--- config.mk ---
export PLATFORM = sky130hd
export DESIGN_NAME = rxgt_top
export DESIGN_NICKNAME = d
export VERILOG_FILES = /design/src/rtl/rxgt_pkg.sv /design/src/rtl/rxgt_link_if.sv /design/src/rtl/rxgt_top.sv /design/src/rtl/rxgt_gain_eval.sv /design/src/rtl/rxgt_timing_loop.sv
export SDC_FILE = /design/constraint.sdc
export NUM_CORES = 1
export LEC_CHECK = 0
export BUFFER_PORTS_ARGS = -buffer_cell sky130_fd_sc_hd__buf_4
export CORE_MARGIN = 8
export CORE_UTILIZATION = 40
export DETAILED_ROUTE_END_ITERATION = 8
export GPL_ROUTABILITY_DRIVEN = 0
export HOLD_SLACK_MARGIN = 0.06
export PLACE_DENSITY = 0.68
export SLEW_MARGIN = 20
export SYNTH_ARGS = -nofsm -noshare
export SYNTH_HDL_FRONTEND = slang
export SYNTH_SLANG_ARGS = --single-unit
--- constraint.sdc ---
create_clock -name i_clock -period 6.32 [get_ports i_clock]
set_clock_uncertainty 0.15 [all_clocks]
set_input_delay 0.948 -clock i_clock [delete_from_list [all_inputs] [get_ports i_clock]]
set_output_delay 0.948 -clock i_clock [all_outputs]
set_load 0.005 [all_outputs]
--- src/rtl/rxgt_pkg.sv ---
// Package with register map, reset values and timing constants of the rx gain/timing block
package rxgt_pkg;
  localparam logic [7:0] ADDR_HIGH_TH = 8'h00;
  localparam logic [7:0] ADDR_LOW_TH = 8'h01;
  localparam logic [7:0] ADDR_LOW_SEL = 8'h02;
  localparam logic [7:0] ADDR_MEAS = 8'h03;
  localparam logic [7:0] ADDR_HOLD = 8'h04;
  localparam logic [7:0] ADDR_GAIN_CTRL = 8'h05;
  localparam logic [7:0] ADDR_TIM_CFG = 8'h06;
  localparam logic [7:0] ADDR_PGAIN = 8'h07;
  localparam logic [7:0] ADDR_IGAIN = 8'h08;
  localparam logic [7:0] ADDR_SIG_TH = 8'h09;
  localparam logic [7:0] ADDR_CHANNEL_FILTER_WORD = 8'h0A;
  localparam logic [7:0] ADDR_IF_OFS = 8'h0B;
  localparam logic [7:0] ADDR_STATUS = 8'h10;
  localparam int LOW_TH1_LSB = 4;
  localparam int PGAIN_SLOW_LSB = 4;
  localparam int IGAIN_SLOW_LSB = 4;
  localparam int CHANNEL_FILTER_WORD_MANT_LSB = 4;
  localparam int CTRL_EN_BIT = 0;
  localparam int CTRL_FREEZE_BIT = 1;
  localparam int CFG_ORDER_BIT = 0;
  localparam int CFG_POSTF_BIT = 1;
  localparam int STAT_ACTIVE_BIT = 4;
  localparam int STAT_SYNC_BIT = 5;
  localparam logic [3:0] RST_HIGH_TH = 4'h5;
  localparam logic [3:0] RST_LOW_TH0 = 4'h5;
  localparam logic [3:0] RST_LOW_TH1 = 4'h4;
  localparam logic [7:0] RST_LOW_SEL = 8'h10;
  localparam logic [3:0] RST_MEAS = 4'h2;
  localparam logic [5:0] RST_HOLD = 6'h0C;
  localparam logic [1:0] RST_GAIN_CTRL = 2'h1;
  localparam logic [1:0] RST_TIM_CFG = 2'h0;
  localparam logic [7:0] RST_PGAIN = 8'h21;
  localparam logic [7:0] RST_IGAIN = 8'h64;
  localparam logic [7:0] RST_SIG_TH = 8'h40;
  localparam logic [3:0] RST_CHANNEL_FILTER_WORD_MANT = 4'h0;
  localparam logic [3:0] RST_CHANNEL_FILTER_WORD_EXP = 4'h0;
  localparam logic [7:0] RST_IF_OFS = 8'h00;
  localparam logic [3:0] CHANNEL_FILTER_WORD_MANT_MAX = 4'h8;
  localparam logic [3:0] CHANNEL_FILTER_WORD_EXP_MAX = 4'h9;
  localparam int ATTEN_STEP_DB = 6;
  localparam int ATTEN_MAX_DB = 48;
  localparam logic [3:0] STEP_MAX = 4'(ATTEN_MAX_DB / ATTEN_STEP_DB);
  // Both gain-loop timers tick in units of this many digital clock cycles
  localparam logic [18:0] GAIN_UNIT_CYCLES = 19'h0000C;
  typedef enum logic [1:0] {G_IDLE, G_HOLD, G_MEAS} rxgt_gain_state_e;
endpackage : rxgt_pkg

--- src/rtl/rxgt_link_if.sv ---
// Interface carrying threshold and timing-loop signals between the top and its helpers
`timescale 1ns/1ps
interface rxgt_link_if;
  logic [3:0] amp;
  logic [3:0] high_th;
  logic [3:0] low_th0;
  logic [3:0] low_th1;
  logic [7:0] low_sel;
  logic [3:0] step;
  logic above_hi;
  logic below_lo;
  logic order;
  logic [2:0] kp_fast;
  logic [2:0] kp_slow;
  logic [3:0] ki_fast;
  logic [3:0] ki_slow;
  logic [7:0] sig_th;
  logic [7:0] rssi;
  logic sync_seen;
  logic [7:0] phase_err;
  logic phase_valid;
  logic [15:0] adj;
  logic [15:0] freq;
  logic active;
  logic [2:0] kp_used;
  modport top (output amp, high_th, low_th0, low_th1, low_sel, step, order, kp_fast, kp_slow, ki_fast,
    ki_slow, sig_th, rssi, sync_seen, phase_err, phase_valid, input above_hi, below_lo, adj, freq, active,
    kp_used);
  modport eval (input amp, high_th, low_th0, low_th1, low_sel, step, output above_hi, below_lo);
  modport timing (input order, kp_fast, kp_slow, ki_fast, ki_slow, sig_th, rssi, sync_seen, phase_err,
    phase_valid, output adj, freq, active, kp_used);
endinterface : rxgt_link_if

--- src/rtl/rxgt_top.sv ---
// Receiver gain control and timing recovery top with register port
// Behaviour
// - Attenuation moves in 6 dB steps, never beyond 48 dB.
// - Peak amplitude after decimation is compared with low and high threshold.
// - Above high threshold, attenuation rises one step at a time; field 0..8.
// - Per-step select bits choose one of two low thresholds.
// - Attenuation drops only if amplitude stayed under low threshold all interval.
// - Measure interval is 12 cycles times two to the measure field.
// - After a change, wait 12 cycles times hold field before evaluating.
// - Above high, update each hold; below low, each measure plus hold.
// - Loop runs only when enabled; freeze-on-sync holds attenuation after sync.
// - Order bit picks first-order delay loop or second-order loop.
// - Post-filter length bit lengthens demodulator post-filter when set.
// - Timing recovery starts only above the signal level threshold.
// - First-order mode only corrects delay of the local bit timing.
// - Proportional gain 0..7; smaller gives faster convergence.
// - Second-order mode corrects frequency and phase to hold lock.
// - Fast gain pair before sync, slow gain pair after.
// - Channel filter word: mantissa 0..8, exponent 0..9.
// - Intermediate frequency offset field drives the IF setting.
`timescale 1ns/1ps
module rxgt_top (
  input wire logic i_clock,
  input wire logic i_rst_n,
  input wire logic [7:0] i_addr,
  input wire logic [7:0] i_wr_data,
  input wire logic i_wr_en,
  input wire logic i_rd_en,
  output logic [7:0] o_rd_data,
  input wire logic [3:0] i_peak_amp,
  input wire logic [7:0] i_rssi,
  input wire logic i_sync_det,
  input wire logic i_rx_start,
  input wire logic [7:0] i_phase_err,
  input wire logic i_phase_valid,
  output logic [3:0] o_atten_step,
  output logic o_timing_order,
  output logic o_postfilt_long,
  output logic [15:0] o_timing_adj,
  output logic [15:0] o_timing_freq,
  output logic o_timing_active,
  output logic [3:0] o_channel_filter_word_mant,
  output logic [3:0] o_channel_filter_word_exp,
  output logic [7:0] o_if_offset
);
  logic [3:0] high_th_q, high_th_d;
  logic [3:0] low_th0_q, low_th0_d;
  logic [3:0] low_th1_q, low_th1_d;
  logic [7:0] low_sel_q, low_sel_d;
  logic [3:0] meas_q, meas_d;
  logic [5:0] hold_q, hold_d;
  logic [1:0] gctrl_q, gctrl_d;
  logic [1:0] tcfg_q, tcfg_d;
  logic [7:0] pgain_q, pgain_d;
  logic [7:0] igain_q, igain_d;
  logic [7:0] sig_th_q, sig_th_d;
  logic [3:0] mant_q, mant_d;
  logic [3:0] exp_q, exp_d;
  logic [7:0] if_ofs_q, if_ofs_d;
  logic [7:0] rdata_q, rdata_d;
  logic sync_q, sync_d;
  rxgt_pkg::rxgt_gain_state_e st_q, st_d;
  logic [3:0] step_q, step_d;
  logic [18:0] cnt_q, cnt_d;
  logic all_low_q, all_low_d;
  logic [18:0] meas_len;
  logic [18:0] hold_len;
  logic [18:0] meas_load;
  logic [18:0] hold_load;
  logic gain_en;
  logic frozen;

  rxgt_link_if lk ();

  rxgt_gain_eval u_eval (
    .lk(lk.eval)
  );

  rxgt_timing_loop u_timing (
    .i_clock(i_clock),
    .i_rst_n(i_rst_n),
    .lk(lk.timing)
  );

  assign lk.amp = i_peak_amp;
  assign lk.high_th = high_th_q;
  assign lk.low_th0 = low_th0_q;
  assign lk.low_th1 = low_th1_q;
  assign lk.low_sel = low_sel_q;
  assign lk.step = step_q;
  assign lk.order = tcfg_q[rxgt_pkg::CFG_ORDER_BIT];
  assign lk.kp_fast = pgain_q[2:0];
  assign lk.kp_slow = pgain_q[rxgt_pkg::PGAIN_SLOW_LSB +: 3];
  assign lk.ki_fast = igain_q[3:0];
  assign lk.ki_slow = igain_q[rxgt_pkg::IGAIN_SLOW_LSB +: 4];
  assign lk.sig_th = sig_th_q;
  assign lk.rssi = i_rssi;
  assign lk.sync_seen = sync_q;
  assign lk.phase_err = i_phase_err;
  assign lk.phase_valid = i_phase_valid;

  // Register writes
  always_comb begin
    high_th_d = high_th_q;
    low_th0_d = low_th0_q;
    low_th1_d = low_th1_q;
    low_sel_d = low_sel_q;
    meas_d = meas_q;
    hold_d = hold_q;
    gctrl_d = gctrl_q;
    tcfg_d = tcfg_q;
    pgain_d = pgain_q;
    igain_d = igain_q;
    sig_th_d = sig_th_q;
    mant_d = mant_q;
    exp_d = exp_q;
    if_ofs_d = if_ofs_q;
    if (i_wr_en) begin
      case (i_addr)
        rxgt_pkg::ADDR_HIGH_TH: high_th_d = i_wr_data[3:0];
        rxgt_pkg::ADDR_LOW_TH: begin
          low_th0_d = i_wr_data[3:0];
          low_th1_d = i_wr_data[rxgt_pkg::LOW_TH1_LSB +: 4];
        end
        rxgt_pkg::ADDR_LOW_SEL: low_sel_d = i_wr_data;
        rxgt_pkg::ADDR_MEAS: meas_d = i_wr_data[3:0];
        rxgt_pkg::ADDR_HOLD: hold_d = i_wr_data[5:0];
        rxgt_pkg::ADDR_GAIN_CTRL: gctrl_d = i_wr_data[1:0];
        rxgt_pkg::ADDR_TIM_CFG: tcfg_d = i_wr_data[1:0];
        rxgt_pkg::ADDR_PGAIN: pgain_d = i_wr_data & 8'h77;
        rxgt_pkg::ADDR_IGAIN: igain_d = i_wr_data;
        rxgt_pkg::ADDR_SIG_TH: sig_th_d = i_wr_data;
        rxgt_pkg::ADDR_CHANNEL_FILTER_WORD: begin
          mant_d = (i_wr_data[7:4] > rxgt_pkg::CHANNEL_FILTER_WORD_MANT_MAX) ? rxgt_pkg::CHANNEL_FILTER_WORD_MANT_MAX : i_wr_data[7:4];
          exp_d = (i_wr_data[3:0] > rxgt_pkg::CHANNEL_FILTER_WORD_EXP_MAX) ? rxgt_pkg::CHANNEL_FILTER_WORD_EXP_MAX : i_wr_data[3:0];
        end
        rxgt_pkg::ADDR_IF_OFS: if_ofs_d = i_wr_data;
        default: ;
      endcase
    end
  end

  // Read data stand one cycle after the strobe; unmapped reads return zero
  always_comb begin
    rdata_d = 8'h00;
    if (i_rd_en) begin
      case (i_addr)
        rxgt_pkg::ADDR_HIGH_TH: rdata_d = {4'h0, high_th_q};
        rxgt_pkg::ADDR_LOW_TH: rdata_d = {low_th1_q, low_th0_q};
        rxgt_pkg::ADDR_LOW_SEL: rdata_d = low_sel_q;
        rxgt_pkg::ADDR_MEAS: rdata_d = {4'h0, meas_q};
        rxgt_pkg::ADDR_HOLD: rdata_d = {2'h0, hold_q};
        rxgt_pkg::ADDR_GAIN_CTRL: rdata_d = {6'h00, gctrl_q};
        rxgt_pkg::ADDR_TIM_CFG: rdata_d = {6'h00, tcfg_q};
        rxgt_pkg::ADDR_PGAIN: rdata_d = pgain_q;
        rxgt_pkg::ADDR_IGAIN: rdata_d = igain_q;
        rxgt_pkg::ADDR_SIG_TH: rdata_d = sig_th_q;
        rxgt_pkg::ADDR_CHANNEL_FILTER_WORD: rdata_d = {mant_q, exp_q};
        rxgt_pkg::ADDR_IF_OFS: rdata_d = if_ofs_q;
        rxgt_pkg::ADDR_STATUS: rdata_d = {2'h0, sync_q, lk.active, step_q};
        default: rdata_d = 8'h00;
      endcase
    end
  end

  always_ff @(posedge i_clock) begin
    if (!i_rst_n) begin
      high_th_q <= rxgt_pkg::RST_HIGH_TH;
      low_th0_q <= rxgt_pkg::RST_LOW_TH0;
      low_th1_q <= rxgt_pkg::RST_LOW_TH1;
      low_sel_q <= rxgt_pkg::RST_LOW_SEL;
      meas_q <= rxgt_pkg::RST_MEAS;
      hold_q <= rxgt_pkg::RST_HOLD;
      gctrl_q <= rxgt_pkg::RST_GAIN_CTRL;
      tcfg_q <= rxgt_pkg::RST_TIM_CFG;
      pgain_q <= rxgt_pkg::RST_PGAIN;
      igain_q <= rxgt_pkg::RST_IGAIN;
      sig_th_q <= rxgt_pkg::RST_SIG_TH;
      mant_q <= rxgt_pkg::RST_CHANNEL_FILTER_WORD_MANT;
      exp_q <= rxgt_pkg::RST_CHANNEL_FILTER_WORD_EXP;
      if_ofs_q <= rxgt_pkg::RST_IF_OFS;
      rdata_q <= 8'h00;
    end else begin
      high_th_q <= high_th_d;
      low_th0_q <= low_th0_d;
      low_th1_q <= low_th1_d;
      low_sel_q <= low_sel_d;
      meas_q <= meas_d;
      hold_q <= hold_d;
      gctrl_q <= gctrl_d;
      tcfg_q <= tcfg_d;
      pgain_q <= pgain_d;
      igain_q <= igain_d;
      sig_th_q <= sig_th_d;
      mant_q <= mant_d;
      exp_q <= exp_d;
      if_ofs_q <= if_ofs_d;
      rdata_q <= rdata_d;
    end
  end

  // Gain loop
  always_comb begin
    gain_en = gctrl_q[rxgt_pkg::CTRL_EN_BIT];
    meas_len = rxgt_pkg::GAIN_UNIT_CYCLES << meas_q;
    hold_len = 19'(rxgt_pkg::GAIN_UNIT_CYCLES * 19'(hold_q));
    meas_load = meas_len - 19'h00001;
    hold_load = (hold_len == 19'h00000) ? 19'h00000 : hold_len - 19'h00001;
    frozen = gctrl_q[rxgt_pkg::CTRL_FREEZE_BIT] && sync_q;
    // A new reception clears the sync memory, but a sync in the same cycle wins
    sync_d = i_sync_det || (sync_q && !i_rx_start);
    st_d = st_q;
    step_d = step_q;
    cnt_d = cnt_q;
    all_low_d = all_low_q;
    if (!gain_en) begin
      // disabled loop parks at no attenuation
      st_d = rxgt_pkg::G_IDLE;
      step_d = 4'h0;
    end else if (!frozen) begin
      case (st_q)
        rxgt_pkg::G_IDLE: begin
          st_d = rxgt_pkg::G_MEAS;
          cnt_d = meas_load;
          all_low_d = 1'b1;
        end
        rxgt_pkg::G_HOLD: begin
          if (cnt_q == 19'h00000) begin
            st_d = rxgt_pkg::G_MEAS;
            cnt_d = meas_load;
            all_low_d = 1'b1;
          end else begin
            cnt_d = cnt_q - 19'h00001;
          end
        end
        rxgt_pkg::G_MEAS: begin
          if (lk.above_hi) begin
            // raise one step; no measure time when too loud
            if (step_q < rxgt_pkg::STEP_MAX) begin
              step_d = step_q + 4'h1;
            end
            st_d = rxgt_pkg::G_HOLD;
            cnt_d = hold_load;
          end else if (cnt_q == 19'h00000) begin
            // lower only after a whole interval under low threshold
            if (all_low_q && lk.below_lo && step_q != 4'h0) begin
              step_d = step_q - 4'h1;
              st_d = rxgt_pkg::G_HOLD;
              cnt_d = hold_load;
            end else begin
              cnt_d = meas_load;
              all_low_d = 1'b1;
            end
          end else begin
            cnt_d = cnt_q - 19'h00001;
            all_low_d = all_low_q && lk.below_lo;
          end
        end
        default: st_d = rxgt_pkg::G_IDLE;
      endcase
    end
  end

  always_ff @(posedge i_clock) begin
    if (!i_rst_n) begin
      st_q <= rxgt_pkg::G_IDLE;
      step_q <= 4'h0;
      cnt_q <= 19'h00000;
      all_low_q <= 1'b0;
      sync_q <= 1'b0;
    end else begin
      st_q <= st_d;
      step_q <= step_d;
      cnt_q <= cnt_d;
      all_low_q <= all_low_d;
      sync_q <= sync_d;
    end
  end

  // each step is 6 dB of attenuation
  assign o_atten_step = step_q;
  // loop order; post-filter length to the demodulator
  assign o_timing_order = tcfg_q[rxgt_pkg::CFG_ORDER_BIT];
  assign o_postfilt_long = tcfg_q[rxgt_pkg::CFG_POSTF_BIT];
  assign o_timing_adj = lk.adj;
  assign o_timing_freq = lk.freq;
  assign o_timing_active = lk.active;
  assign o_channel_filter_word_mant = mant_q;
  assign o_channel_filter_word_exp = exp_q;
  assign o_if_offset = if_ofs_q;
  assign o_rd_data = rdata_q;
endmodule : rxgt_top

--- src/rtl/rxgt_gain_eval.sv ---
// Amplitude comparison against the high and the per-step low threshold
`timescale 1ns/1ps
module rxgt_gain_eval (
  rxgt_link_if.eval lk
);
  logic [2:0] sel_idx;
  logic [3:0] low_th;
  always_comb begin
    // Step 8 shares the select bit of step 7
    sel_idx = (lk.step > 4'h7) ? 3'h7 : lk.step[2:0];
    low_th = lk.low_sel[sel_idx] ? lk.low_th1 : lk.low_th0;
    lk.above_hi = lk.amp > lk.high_th;
    lk.below_lo = lk.amp < low_th;
  end
endmodule : rxgt_gain_eval

--- src/rtl/rxgt_timing_loop.sv ---
// First or second order symbol timing loop with pre- and post-sync gains
`timescale 1ns/1ps
module rxgt_timing_loop (
  input wire logic i_clock,
  input wire logic i_rst_n,
  rxgt_link_if.timing lk
);
  logic active_q, active_d;
  logic signed [15:0] integ_q, integ_d;
  logic signed [15:0] adj_q, adj_d;
  logic signed [15:0] pe;
  logic [3:0] ki;
  always_comb begin
    lk.kp_used = lk.sync_seen ? lk.kp_slow : lk.kp_fast;
    ki = lk.sync_seen ? lk.ki_slow : lk.ki_fast;
    pe = 16'(signed'(lk.phase_err));
    active_d = lk.rssi > lk.sig_th;
    integ_d = integ_q;
    adj_d = 16'h0000;
    if (!active_q) begin
      integ_d = 16'h0000;
    end else if (lk.phase_valid) begin
      if (lk.order) begin
        integ_d = integ_q + (pe >>> ki);
        adj_d = (pe >>> lk.kp_used) + integ_d;
      end else begin
        // delay correction only; larger gain shifts more, so slower
        adj_d = pe >>> lk.kp_used;
      end
    end
  end
  always_ff @(posedge i_clock) begin
    if (!i_rst_n) begin
      active_q <= 1'b0;
      integ_q <= 16'h0000;
      adj_q <= 16'h0000;
    end else begin
      active_q <= active_d;
      integ_q <= integ_d;
      adj_q <= adj_d;
    end
  end
  assign lk.adj = adj_q;
  assign lk.freq = integ_q;
  assign lk.active = active_q;
endmodule : rxgt_timing_loop

Word level (Yosys, flattened, before mapping)
Index checks and enable logic that the tools add are counted.
{ "totals": {"out_inout_bits": 63, "wordCells": 128, "reg_bits": 140, "inputBits": 43} }
{ "classes": {"n_eq_ne": 20, "shift": 3, "mul": 1, "n_reduce_logical": 35, "n_addsub": 7, "bitwise_logic": 1, "magnitude_cmp": 8, "n_mux": 30} }
{ "op_table": {"columns": ["op", "n"], "rows": [
  ["$pmux 8 s13", 1],
  ["$mux 19", 5],
  ["$pmux 19 s3", 1],
  ["$sub 19x1->19 const B", 2],
  ["$add 16x16->16", 2],
  ["$eq 8x3->1 const B", 4],
  ["$eq 8x4->1 const B", 4],
  ["$mux 4", 8],
  ["$reduce_and 2->1", 16],
  ["$logic_not 19->1", 1],
  ["$shl 4x4->19 const A", 1],
  ["$eq 8x2->1 const B", 2],
  ["$mux 16", 1],
  ["$sshr 8x3->16", 1],
  ["$sshr 8x4->16", 1],
  ["$sub 10x1->11 const B", 1],
  ["$logic_not 10->1", 1],
  ["$ne 3x3->1 const B", 3],
  ["$eq 8x1->1 const B", 1],
  ["$eq 8x5->1 const B", 1],
  ["$gt 4x4->1 const B", 2],
  ["$gt 8x8->1", 1],
  ["$logic_not 8->1", 1],
  ["$mul 2x6->8 const A", 1],
  ["29 further kinds", 43]
]} }

Depth between registers and ports, before layout
Gate-level depths: netlist (run 1).
{ "logic_depth": {"ltp_word": 12, "mapped_depth": 24, "ltp_nobuf": 22} }

Hierarchy
From an unflattened synthesis (run 1), not the netlist that was laid out.
{ "hier_totals": {"hier_cells": 1293, "hier_area_um2": 10174.8} }
{ "modules_own_cells": {"columns": ["module", "instances", "cells_each", "area_per_inst_um2", "seq_area_each_um2"], "rows": [
  ["rxgt_top", 1, 844, 6481.2, 2142.1],
  ["rxgt_timing_loop", 1, 409, 3377.0, 660.6],
  ["rxgt_gain_eval", 1, 40, 316.6, 0.0]
]} }

Worst setup path after synthesis (run 1)
Ideal clock, no wire load.
{ "synth_timing": {"path_type": "reg-to-reg", "from": "register sync_q (netlist: lk.sync_seen)", "to": "register u_timing.adj_q[15] (netlist: u_timing.lk.adj[15])", "arrival_time_ps": 5339, "path_buffers": 3, "t_required_ps": 6108, "path_slack_ps": 769, "stages_incl_launch_ff": 23, "synth_period_minus_slack_ps": 5551, "setup_time_ps": 62, "path_cell_list": "dfxtp_1 > clkbuf_1 > clkbuf_1 > mux2i_1 > mux4_2 > o22ai_1 > nor2_1 > ha_1 > fa_1 > a21o_1 > a21oi_1 > o21ai_0 > a31oi_1 > xnor2_1 > ha_1 > clkbuf_1 > a21oi_1 > o21a_1 > o21ai_0 > a221o_1 > nor4b_1 > mux2i_1 > nand3_1"} }
{ "synth_via": {"elab_chain_len": 5, "elab_cells_between_ends": 7, "classes_between": "2 x add/sub; 2 x shift; 3 x mux"} }
{ "synth_rtl": {"columns": ["element", "line_no", "text"], "rows": [
  ["start, declared", "rxgt_top.sv:61", "logic sync_q, sync_d;"],
  ["start signal, assigned", "rxgt_top.sv:276", "sync_q <= sync_d;"],
  ["$mux 4", "rxgt_timing_loop.sv:15", "ki = lk.sync_seen ? lk.ki_slow : lk.ki_fast;"],
  ["$sshr 8x4->16", "rxgt_timing_loop.sv:24", "integ_d = integ_q + (pe >>> ki);"],
  ["$add 16x16->16", "rxgt_timing_loop.sv:24", null],
  ["$add 16x16->16", "rxgt_timing_loop.sv:25", "adj_d = (pe >>> lk.kp_used) + integ_d;"],
  ["$mux 16 (*)", "rxgt_timing_loop.sv:23", "if (lk.order) begin"],
  ["end signal, assigned", "rxgt_timing_loop.sv:40", "adj_q <= adj_d;"],
  ["end, declared", "rxgt_timing_loop.sv:10", "logic signed [15:0] adj_q, adj_d;"]
]} }
Mark *: on every way between the ends. The rest lies on a longest branch, timed or not.
A chain may end at the register's enable or synchronous reset.

Worst setup path after layout (run 1)
Ends and elaborated chain as after synthesis.

==> key figures, run 1 <==
Outcome
  – Status: finished, final reports clean

Worst setup path
  – RR Startpoint: lk.sync_seen
  – CP Capture Type: register
  – Critical Path RT: 6.54 ns
  – R2r worst-path depth: 22
  – Crit path max-delay family: compound AO/OA/AOI/OAI gates
  – Crit path kind: reg -> reg
  – CP startpoint kind: register
  – CP Cell Sequence: buf_4 -> mux2i_1 -> buf_4 -> mux4_2 -> o22ai_1 -> nor2_1 -> ha_1 -> fa_1 -> a21o_1 -> a21oi_1 -> o21ai_0 -> nand2_1 -> o21a_1 -> xnor2_1 -> ha_1 -> a21oi_1 -> o21a_1 -> o21ai_0 -> a221o_1 -> nor4b_1 -> mux2i_1 -> nand3_1
  – Crit-path max FO: 13
  – Worst path bufs/invs: 2
  – R2R Setup Slk: just over 1 ns
  – Crit-path max cell delay: 0.53 ns
  – Worst r2r dst: u_timing.lk.adj[15]
  – Critical Path AT: 5.51 ns
  – Crit path max-delay cell type: mux4_2

Logic synthesis
  – Post-synthesis compound-gate area fraction: ~22%
  – Sequential share of the synthesized area: 28.34%
  – Ys Warns: 0
  – Async set-reset flop share out of synthesis: 0%
  – Cell Area, Synth: between 9000 and 10000 µm²
  – Nets in the synthesized netlist: roughly 1400
  – Synth Area in Simple Gates: approximately 25%
  – Synth Area in Adders: 9.414%
  – Syn Inst Count: around 1300
  – Top post-synthesis cells by area: dfxtp_1 (28%), ha_1 (8.6%), a21oi_1 (7.4%), nand2_1 (7.2%), nand3_1 (4.3%)
  – Mean Syn Cell Area: between 7 and 8 µm²
  – Post-synthesis mux area share: ~6.7%
  – Number of flops mapped to enable cells by yosys: 0
  – Xor/xnor share of the synthesized area: ~4.3%
  – Largest family of logic cells by synthesized area: simple AND/OR/NAND/NOR gates
  – Yosys top cell area share: approximately 28%
  – Ys flop type: dfxtp_1
  – Yosys top cell by area: dfxtp_1
  – Netlist cell types: 72
  – Flops & latches, synth: between 100 and 150

STA
  – Final setup viols: 0
  – Final hold violation count: 0
  – Final min period: roughly 5.3 ns
  – Final TNS setup: 0 ns
  – Final number of max-transition violations: 0
  – Max Fclk: ~190 MHz
  – Slew @ Worst Pin: roughly 1.1 ns
  – RSZ-0062 raised after global routing: no
  – Max_slew headroom: about a quarter
  – Final period utilization: between 80% and 90%

Clocking
  – Clock slew at reported path FFs: around 0.070 ns
  – CTS Hold Bufs: 0
  – Post_cts resized: 0
  – H-tree depth: 4
  – CTS tree: yes
  – # clock sinks: 140
  – Worst skew pair latency: between 0.4 and 0.5 ns
  – Clk root buf: clkbuf_16
  – Deepest clock path buffer count: 2
  – Post-CTS Setup Repair Bufs: 0
  – Num CTS Buffers: 17

Floorplan
  – Die area: between 30000 and 40000 µm²
  – Core Box Area: between 20000 and 25000 µm²
  – Die X: 173.2 µm
  – Initial Util: 40.66%
  – I/O pin total: approximately 110
  – Die Ht: approximately 170 µm
  – Site Rows: between 50 and 60

Pwr
  – NetSw: around 0.9 mW
  – PD cells: between 200 and 250 nW/µm²
  – Switching share of power: between 30% and 40%
  – Pint: approximately 1.7 mW
  – Comb pwr share: 26.0%
  – Peak supply drop: approximately 0.00013 V
  – Clock Power Share: between 30% and 40%
  – Seq pwr share: approximately 37%
  – Leak: between 4 and 5 nW

Routing
  – Routed WL: 31490 µm
  – Post-route ant nets: 0
  – DRC: 0
  – Detailed Routing Iterations Pass 1: 9
  – Wire length per cell: about 19 µm
  – DR iter-0 viols: approximately 1100
  – Drt via density: 5.852
  – Via count: 9937

Flow run
  – Max-Cap Viols: 0

GRT
  – Largest net degree at the start of global routing: 64
  – Vias in the first global route: about 9400
  – First-pass GRT wire length: 50450 µm
  – Antenna violations before repair: 0
  – Tot GR Track Use: roughly a fifth
  – Gr ovfl total: 0

Finish
  – Syn-to-layout area delta: 15.80%
  – Final Cell Area: ~11000 µm²
  – Most common cell after layout, fill and taps aside: nand2_1
  – Most frequent cells in the layout: nand2_1 (190), a21oi_1 (147), dfxtp_1 (140), buf_4 (117), nor2_1 (105)
  – Nets: ~1500
  – Antenna cell count: 0
  – Layout cells sized above 1: 13.46%

Min path
  – Hold Crit Depth: 2
  – Hold Path Class: reg -> reg
  – Hold Startpoint: lk.low_sel[2]
  – Worst hold endpoint: lk.low_sel[2]

Place
  – Port bufs: about 110
  – Detail Placement HPWL: between 20000 and 25000 µm
  – Post-DP Area: between 10000 and 15000 µm²
-- sequential cells by signal (all words and copies together), names as in the netlist, 6 cells and up --
signal            flops
cnt_q                19
pgain_q               6
lk.sig_th             8
igain_q               8
hold_q                6
o_if_offset           8
u_timing.lk.freq     16
lk.low_sel            8
o_rd_data             8
u_timing.lk.adj      16
-- routing by layer --
layer | wire length [µm] | GRT usage (%)
met5 | 0 | 0
met4 | 791 | 6.683
met3 | 2411 | 4.487
met2 | 14250 | 32.15
met1 | 14030 | 26.93
-- cell type report --
class                   count  area (µm²)
clock buffers              19       442.9
fillers                  2412       12870
multi-input cells        1043        6640
repair buffers            117       878.3
clock inverters            13       123.9
well taps                 324       405.4
flip-flops and latches    140        2803
inverters                  42       157.7
-- worst min-delay path, cell delays in order (launching register included) --
cell,delay (ns)
dfxtp_1,0.32
nand2_1,0.06
a21oi_1,0.05
-- cells in the mapped netlist (6+ instances only) --
cell and number:
o22ai_1 9, mux2_2 9, nor4_1 10, a22o_1 8
inv_1 41, and3_1 10, or3_1 6, a21oi_1 147
o211ai_1 10, nand3_1 84, a31oi_1 23, clkbuf_1 64
a221oi_1 11, dfxtp_1 140, nor2_1 105, a222oi_1 8
or2_2 7, nand2b_1 11, ha_1 68, and2_1 11
a21o_1 13, nand2_1 190, mux4_2 7, xnor2_1 28
nor2b_1 12, nand3b_1 6, nor3b_1 9, xor2_1 20
a211oi_1 13, buf_1 9, nor3_1 29, nand4_1 11
o21ai_0 55, o21a_1 8, mux2i_1 40
-- cells by family after synthesis --
family                     Yosys count
DFF                                140
xor gates and xnor gates            48
and+or+nand+nor                    516
muxes                               56
buffers and inverters              118
AOI/OAI and AO/OA                  351
adders and majority gates           72
-- power by group through the flow --
stage | Clock (mW) | Combinational [mW] | Sequential [mW]
6_report | 0.978 | 0.687 | 0.973
5_1_grt | 1.02 | 0.759 | 0.978
4_1_cts | 0.983 | 0.674 | 0.972
3_5_place_dp | 0 | 0.667 | 0.991
3_3_place_gp | 0 | 0.658 | 0.990
2_1_floorplan | 0 | 0.507 | 0.970
-- through the flow --
step,power (mW),hold slack [ns],worst slack (ns),util [%],cells
3_5_place_dp,1.658,0.3152,0.9522,44.74,1666
5_1_grt,2.760,0.3475,0.6358,47.09,1698
3_3_place_gp,1.648,0.3091,1.047,44.74,1666
4_1_cts,2.629,0.3246,1.035,47.07,1698
6_report,2.638,0.3244,1.034,47.09,1698
2_1_floorplan,1.477,0.2957,0.7691,-,1301
-- worst max path at each step --
stage | startpoint | endpoint | cells past startpoint
finish | lk.sync_seen | u_timing.lk.adj[15] | 22
global route | lk.sync_seen | u_timing.lk.adj[15] | 22
CTS | lk.sync_seen | u_timing.lk.adj[15] | 22
detailed placement | i_phase_err[4] | u_timing.lk.adj[15] | 20
global placement | i_phase_err[4] | u_timing.lk.adj[15] | 20
floorplan | lk.sync_seen | u_timing.lk.adj[15] | 22
(Power assumes the default switching activity.)
==> run 2, diff against run 1 <==
- clock period: 6.32 -> 5.27 ns (I/O delays scaled with it)
==> run 2 against run 1 <==
Effect of this change:
- register-to-register slack got worse by 0.75 ns
- flip-flop and latch count did not move
- final cell count rose by 0.29%
- combinational power rose by 21%
- sequential share of layout area fell by 0.17 points
- worst hold slack improved by 0.0015 ns
- fmax rose by 6.0%
- count of clock-buffer cells in the layout fell by 1
- cell area rose by 0.74%
- worst setup slack got worse by 0.75 ns
- routed wire length barely moved
- critical path depth fell by 3
- critical path type unchanged
- largest power group unchanged
- highest routed layer unchanged
==> key figures, run 2 (synthesis results as in run 1) <==
Outcome
  – Status: finished, final reports clean

Finish
  – Most frequent cells in the layout: nand2_1 (190), a21oi_1 (146), dfxtp_1 (139), buf_4 (122), nor2_1 (105)
  – Fin util: between 40% and 50%
  – Top reg by flops: cnt_q
  – Syn-to-layout area delta: 16.66%
  – Layout cells sized above 1: between 10% and 20%
  – Nets: around 1500
  – Max reg flops: 19
  – Most common cell after layout, fill and taps aside: nand2_1
  – Antenna cell count: 0

Floorplan
  – Site Rows: 57
  – Die Ht: 173.2 µm
  – Core Box Area: 24320 µm²
  – I/O pin total: 106
  – Initial Util: 40.66%
  – Die X: 173.2 µm
  – Die area: between 30000 and 40000 µm²

GRT
  – Tot GR Track Use: approximately a fifth
  – Met2 global-route usage: around a third
  – Met3 GRT Util: 3.877%
  – Top Usage Layer GRT: met2
  – Met1 global-route usage: 26.71%
  – Largest net degree at the start of global routing: 64
  – Vias in the first global route: 9339
  – First-pass GRT wire length: between 50000 and 60000 µm
  – Gr ovfl total: 0
  – Antenna violations before repair: 0

STA
  – Max_slew headroom: 28.85%
  – Final min period: ~5 ns
  – Max Fclk: between 200 and 250 MHz
  – Final TNS setup: 0 ns
  – Final number of max-transition violations: 0
  – Final setup viols: 0
  – Slew @ Worst Pin: around 1.1 ns
  – RSZ-0062 raised after global routing: no
  – Final period utilization: between 90% and 100%
  – Final hold violation count: 0

Worst setup path
  – CP startpoint kind: register
  – CP Capture Type: register
  – Crit-path max FO: 7
  – CP Cell Sequence: mux2i_4 -> mux4_2 -> o22ai_1 -> nor2_1 -> ha_1 -> fa_1 -> a21o_1 -> a21oi_1 -> buf_4 -> xnor2_1 -> ha_1 -> nor3_1 -> nor2_1 -> a31oi_2 -> o21ai_1 -> a221o_1 -> nor4_1 -> mux2i_1 -> nand3_1
  – Crit path max-delay cell type: mux4_2
  – Critical Path RT: 5.49 ns
  – Critical Path AT: about 5.2 ns
  – R2r worst-path depth: 19
  – Crit path kind: reg -> reg
  – Crit-path max cell delay: approximately 0.56 ns

Clocking
  – Clk root buf: clkbuf_16
  – Deepest clock path buffer count: 2
  – # clock sinks: 140
  – Clock slew at reported path FFs: ~0.060 ns
  – Num CTS Buffers: 17
  – CTS Hold Bufs: 0
  – CTS tree: yes
  – Worst skew pair latency: about 0.43 ns
  – H-tree depth: 4

Pwr
  – Leak: around 4.6 nW
  – PD cells: 277.5 nW/µm²
  – Peak supply drop: roughly 0.00019 V

Place
  – Port bufs: 105
  – Detail Placement HPWL: 23020 µm

Routing
  – Routed WL: about 31000 µm
  – Wire length per cell: 18.49 µm
  – DR iter-0 viols: 1003
  – Post-route ant nets: 0
  – Via count: 9939
  – Detailed Routing Iterations Pass 1: 7
  – DRC: 0
  – Drt via density: around 6

Min path
  – Hold Crit Depth: 2
  – Hold Path Class: reg -> reg

Flow run
  – Max-Cap Viols: 0
[run 2: power breakdown]
| part | switching (mW) | internal [mW] | leakage [nW] |
|---|---|---|---|
| Sequential | 0.0608 | 1.10 | 1.13 |
| Clock | 0.500 | 0.710 | 0.283 |
| Combinational | 0.494 | 0.333 | 3.22 |
[run 2: cell type report]
type                       instances  area (µm²)
fill                            2377       12780
multi-input combinational       1043        6659
inverter                          42       158.9
timing repair buffer             123       927.1
clock inverter                    13       142.6
sequential                       140        2804
tap                              324       405.4
clock buffer                      18       439.2
[run 2: routing by layer]
metal  wire length, µm  part of all wire, %
met5                 0                    0
met4               843                  2.7
met3              2433                  7.7
met2             14350                   46
met1             13860                   44
[run 2: what timing repair did]
action | 4_1_cts | 5_1_grt
setup buffers | 0 | 2
resized for setup | 0 | 6
setup endpoints to repair | 0 | 4
[run 2: path summary, 6_finish.rpt]
kind / slack, ns / endpoint / startpoint
worst max-delay path: 0.28 / u_timing.lk.adj[15] / lk.sync_seen
worst min-delay path: 0.33 / u_timing.lk.freq[9] / u_timing.lk.freq[9]
worst max register to register: 0.28 / u_timing.lk.adj[15] / lk.sync_seen
worst min register to register: 0.33 / u_timing.lk.freq[9] / u_timing.lk.freq[9]
[run 2: stage by stage]
stage	hold slack (ns)	std cells	power, mW	setup slack (ns)	cell area, µm²
3_5_place_dp	0.3174	1670	1.987	0.1037	10920
3_3_place_gp	0.3099	1670	1.978	0.2499	10920
6_report	0.3259	1703	3.202	0.2815	11540
5_1_grt	0.3438	1703	3.353	0.03323	11540
2_1_floorplan	0.2957	1301	1.771	0.1216	9902
4_1_cts	0.3310	1701	3.197	0.03517	11500
[run 2: critical path: cells and delay by family (launching register included)]
family                   cells  cell delay, ns
AND/OR/NAND/NOR              5            0.71
buffers and inverters        1            0.16
flip-flops                   1            0.36
XOR/XNOR                     1            0.15
multiplexers                 3            1.08
AO/OA/AOI/OAI                6            1.35
adder cells (fa/ha/maj)      3            0.96
==> run 3, diff against run 2 <==
- CTS_BUF_LIST: not set -> sky130_fd_sc_hd__clkbuf_4
- SLEW_MARGIN: 20 -> not set
==> run 3 against run 2 <==
Effect of this change:
- via count grew 0.15%
- core utilization shrank 1.3 points
- non-clock buffer count is the same
- worst setup slack got worse by 0.0097 ns
- critical path depth did not move
- critical endpoint unchanged
- largest cell class unchanged
- fmax is 0.19% lower
- count of clock-buffer cells in the layout decreased by 1
- sequential power is essentially flat
- global-route usage down 0.19 points
- sequential share of layout area rose by 0.67 points
- die area stayed put
==> key figures, run 3 (synthesis results as in run 1) <==
Finish
  – Syn-to-layout area delta: 13.53%
  – Max reg flops: 19
  – Top reg by flops: cnt_q
  – Most frequent cells in the layout: nand2_1 (190), a21oi_1 (146), dfxtp_1 (139), buf_4 (122), nor2_1 (105)
  – Layout cells sized above 1: 13.92%
  – Fin util: a little under half
  – Nets: roughly 1500
  – Most common cell after layout, fill and taps aside: nand2_1

Min path
  – Hold Crit Depth: 3
  – Hold Path Class: in -> reg

STA
  – Final setup viols: 0
  – Final TNS setup: 0 ns
  – Max Fclk: around 200 MHz
  – Max_slew headroom: around a fifth
  – Slew @ Worst Pin: approximately 1.2 ns
  – Final number of max-transition violations: 0
  – Final min period: between 4 and 5 ns
  – Final period utilization: a little over nine tenths
  – RSZ-0062 raised after global routing: no
  – Final hold violation count: 0

Floorplan
  – Initial Util: about 40%
  – Die Ht: around 170 µm
  – Die X: ~170 µm
  – Die area: around 30000 µm²
  – I/O pin total: about 110
  – Core Box Area: 24320 µm²
  – Site Rows: 57

Routing
  – Via count: around 10000
  – Post-route ant nets: 0
  – Routed WL: ~31000 µm
  – DR iter-0 viols: 976
  – DRC: 0
  – Wire length per cell: approximately 18 µm
  – Drt via density: just under 6
  – Detailed Routing Iterations Pass 1: 7

Outcome
  – Status: finished, final reports clean

Worst setup path
  – Critical Path AT: around 5.4 ns
  – R2r worst-path depth: 19
  – Critical Path RT: approximately 5.7 ns
  – Crit path kind: reg -> reg
  – CP startpoint kind: register
  – CP Capture Type: register
  – Crit-path max FO: 7

GRT
  – First-pass GRT wire length: ~50000 µm
  – Antenna violations before repair: 2
  – Vias in the first global route: 9189
  – Gr ovfl total: 0
  – Tot GR Track Use: around a fifth
  – Largest net degree at the start of global routing: between 60 and 70

Flow run
  – Max-Cap Viols: 0

Pwr
  – PD cells: ~240 nW/µm²
  – Leak: roughly 4.5 nW
  – Total power draw: about 2.7 mW
  – Peak supply drop: roughly 0.00013 V

Clocking
  – Clock slew at reported path FFs: 0.13 ns
  – Deepest clock path buffer count: 2
  – Worst skew pair latency: about 0.59 ns
  – H-tree depth: 4
  – # clock sinks: 140
  – Clk root buf: clkbuf_4
  – CTS Hold Bufs: 0
  – Num CTS Buffers: 17
  – CTS tree: yes

Place
  – Port bufs: between 100 and 150
  – Detail Placement HPWL: 23020 µm
-- run 3: cell types whose count changed in the layout (fill, tap and decap cells not counted), sizes merged --
cell,delta
clkbuf,-1
diode,+2
inv,+1
-- run 3: critical path, stage by stage, from the launching register on --
cell	delay, ns
dfxtp_2	0.39
mux2i_4	0.37
mux4_2	0.56
o22ai_1	0.18
nor2_1	0.06
ha_1	0.22
fa_1	0.42
a21o_1	0.19
a21oi_1	0.21
buf_4	0.16
xnor2_1	0.15
ha_1	0.32
nor3_1	0.19
nor2_1	0.07
a31oi_1	0.26
o21ai_1	0.17
a221o_1	0.37
nor4_1	0.28
mux2i_1	0.14
nand3_1	0.08
-- run 3: final timing paths --
kind	startpoint	to	slack [ns]
max	lk.sync_seen	u_timing.lk.adj[15]	0.27
min	i_sync_det	lk.sync_seen	0.29
max reg2reg	lk.sync_seen	u_timing.lk.adj[15]	0.27
min reg2reg	u_timing.lk.freq[7]	u_timing.lk.freq[7]	0.34
-- run 3: per-stage QoR --
stage               std cells  hold WS, ns  instance area (µm²)  setup WS [ns]
floorplan                1301       0.2957                 9902         0.1216
CTS                      1701       0.2590                11200        0.06779
detailed placement       1670       0.3174                10920         0.1037
global route             1705       0.2698                11230        0.01199
global placement         1670       0.3099                10920         0.2499
finish                   1705       0.2859                11230         0.2718
-- run 3: layer usage --
metal | vias to the layer above | share of wire, % | GRT usage (%) | wire, µm
met1 | 4652 | 44 | 26.73 | 13860
met4 | 0 | 2.4 | 6.899 | 763
li1 | 4839 | - | - | -
met2 | 411 | 45 | 31.94 | 14180
met3 | 52 | 7.8 | 4.160 | 2421
met5 | - | 0 | 0 | 0
-- run 3: timing repair --
item	4_1_cts	5_1_grt
gates resized for setup	0	5
buffers inserted	0	2
endpoints found under the setup margin	0	2
-- run 3: where the power goes --
group	leakage (nW)	internal (mW)	switching, mW
Sequential	1.13	1.10	0.0607
Combinational	3.22	0.333	0.494
Clock	0.146	0.280	0.447
-- run 3: area by class of cell --
| cell class | instances | area (µm²) |
|---|---|---|
| Multi-Input combinational cell | 1043 | 6653 |
| Inverter | 42 | 157.7 |
| Sequential cell | 140 | 2804 |
| Antenna cell | 2 | 5.005 |
| Tap cell | 324 | 405.4 |
| Clock buffer | 17 | 127.6 |
| Timing Repair Buffer | 123 | 927.1 |
| Fill cell | 2412 | 13090 |
| Clock inverter | 14 | 146.4 |
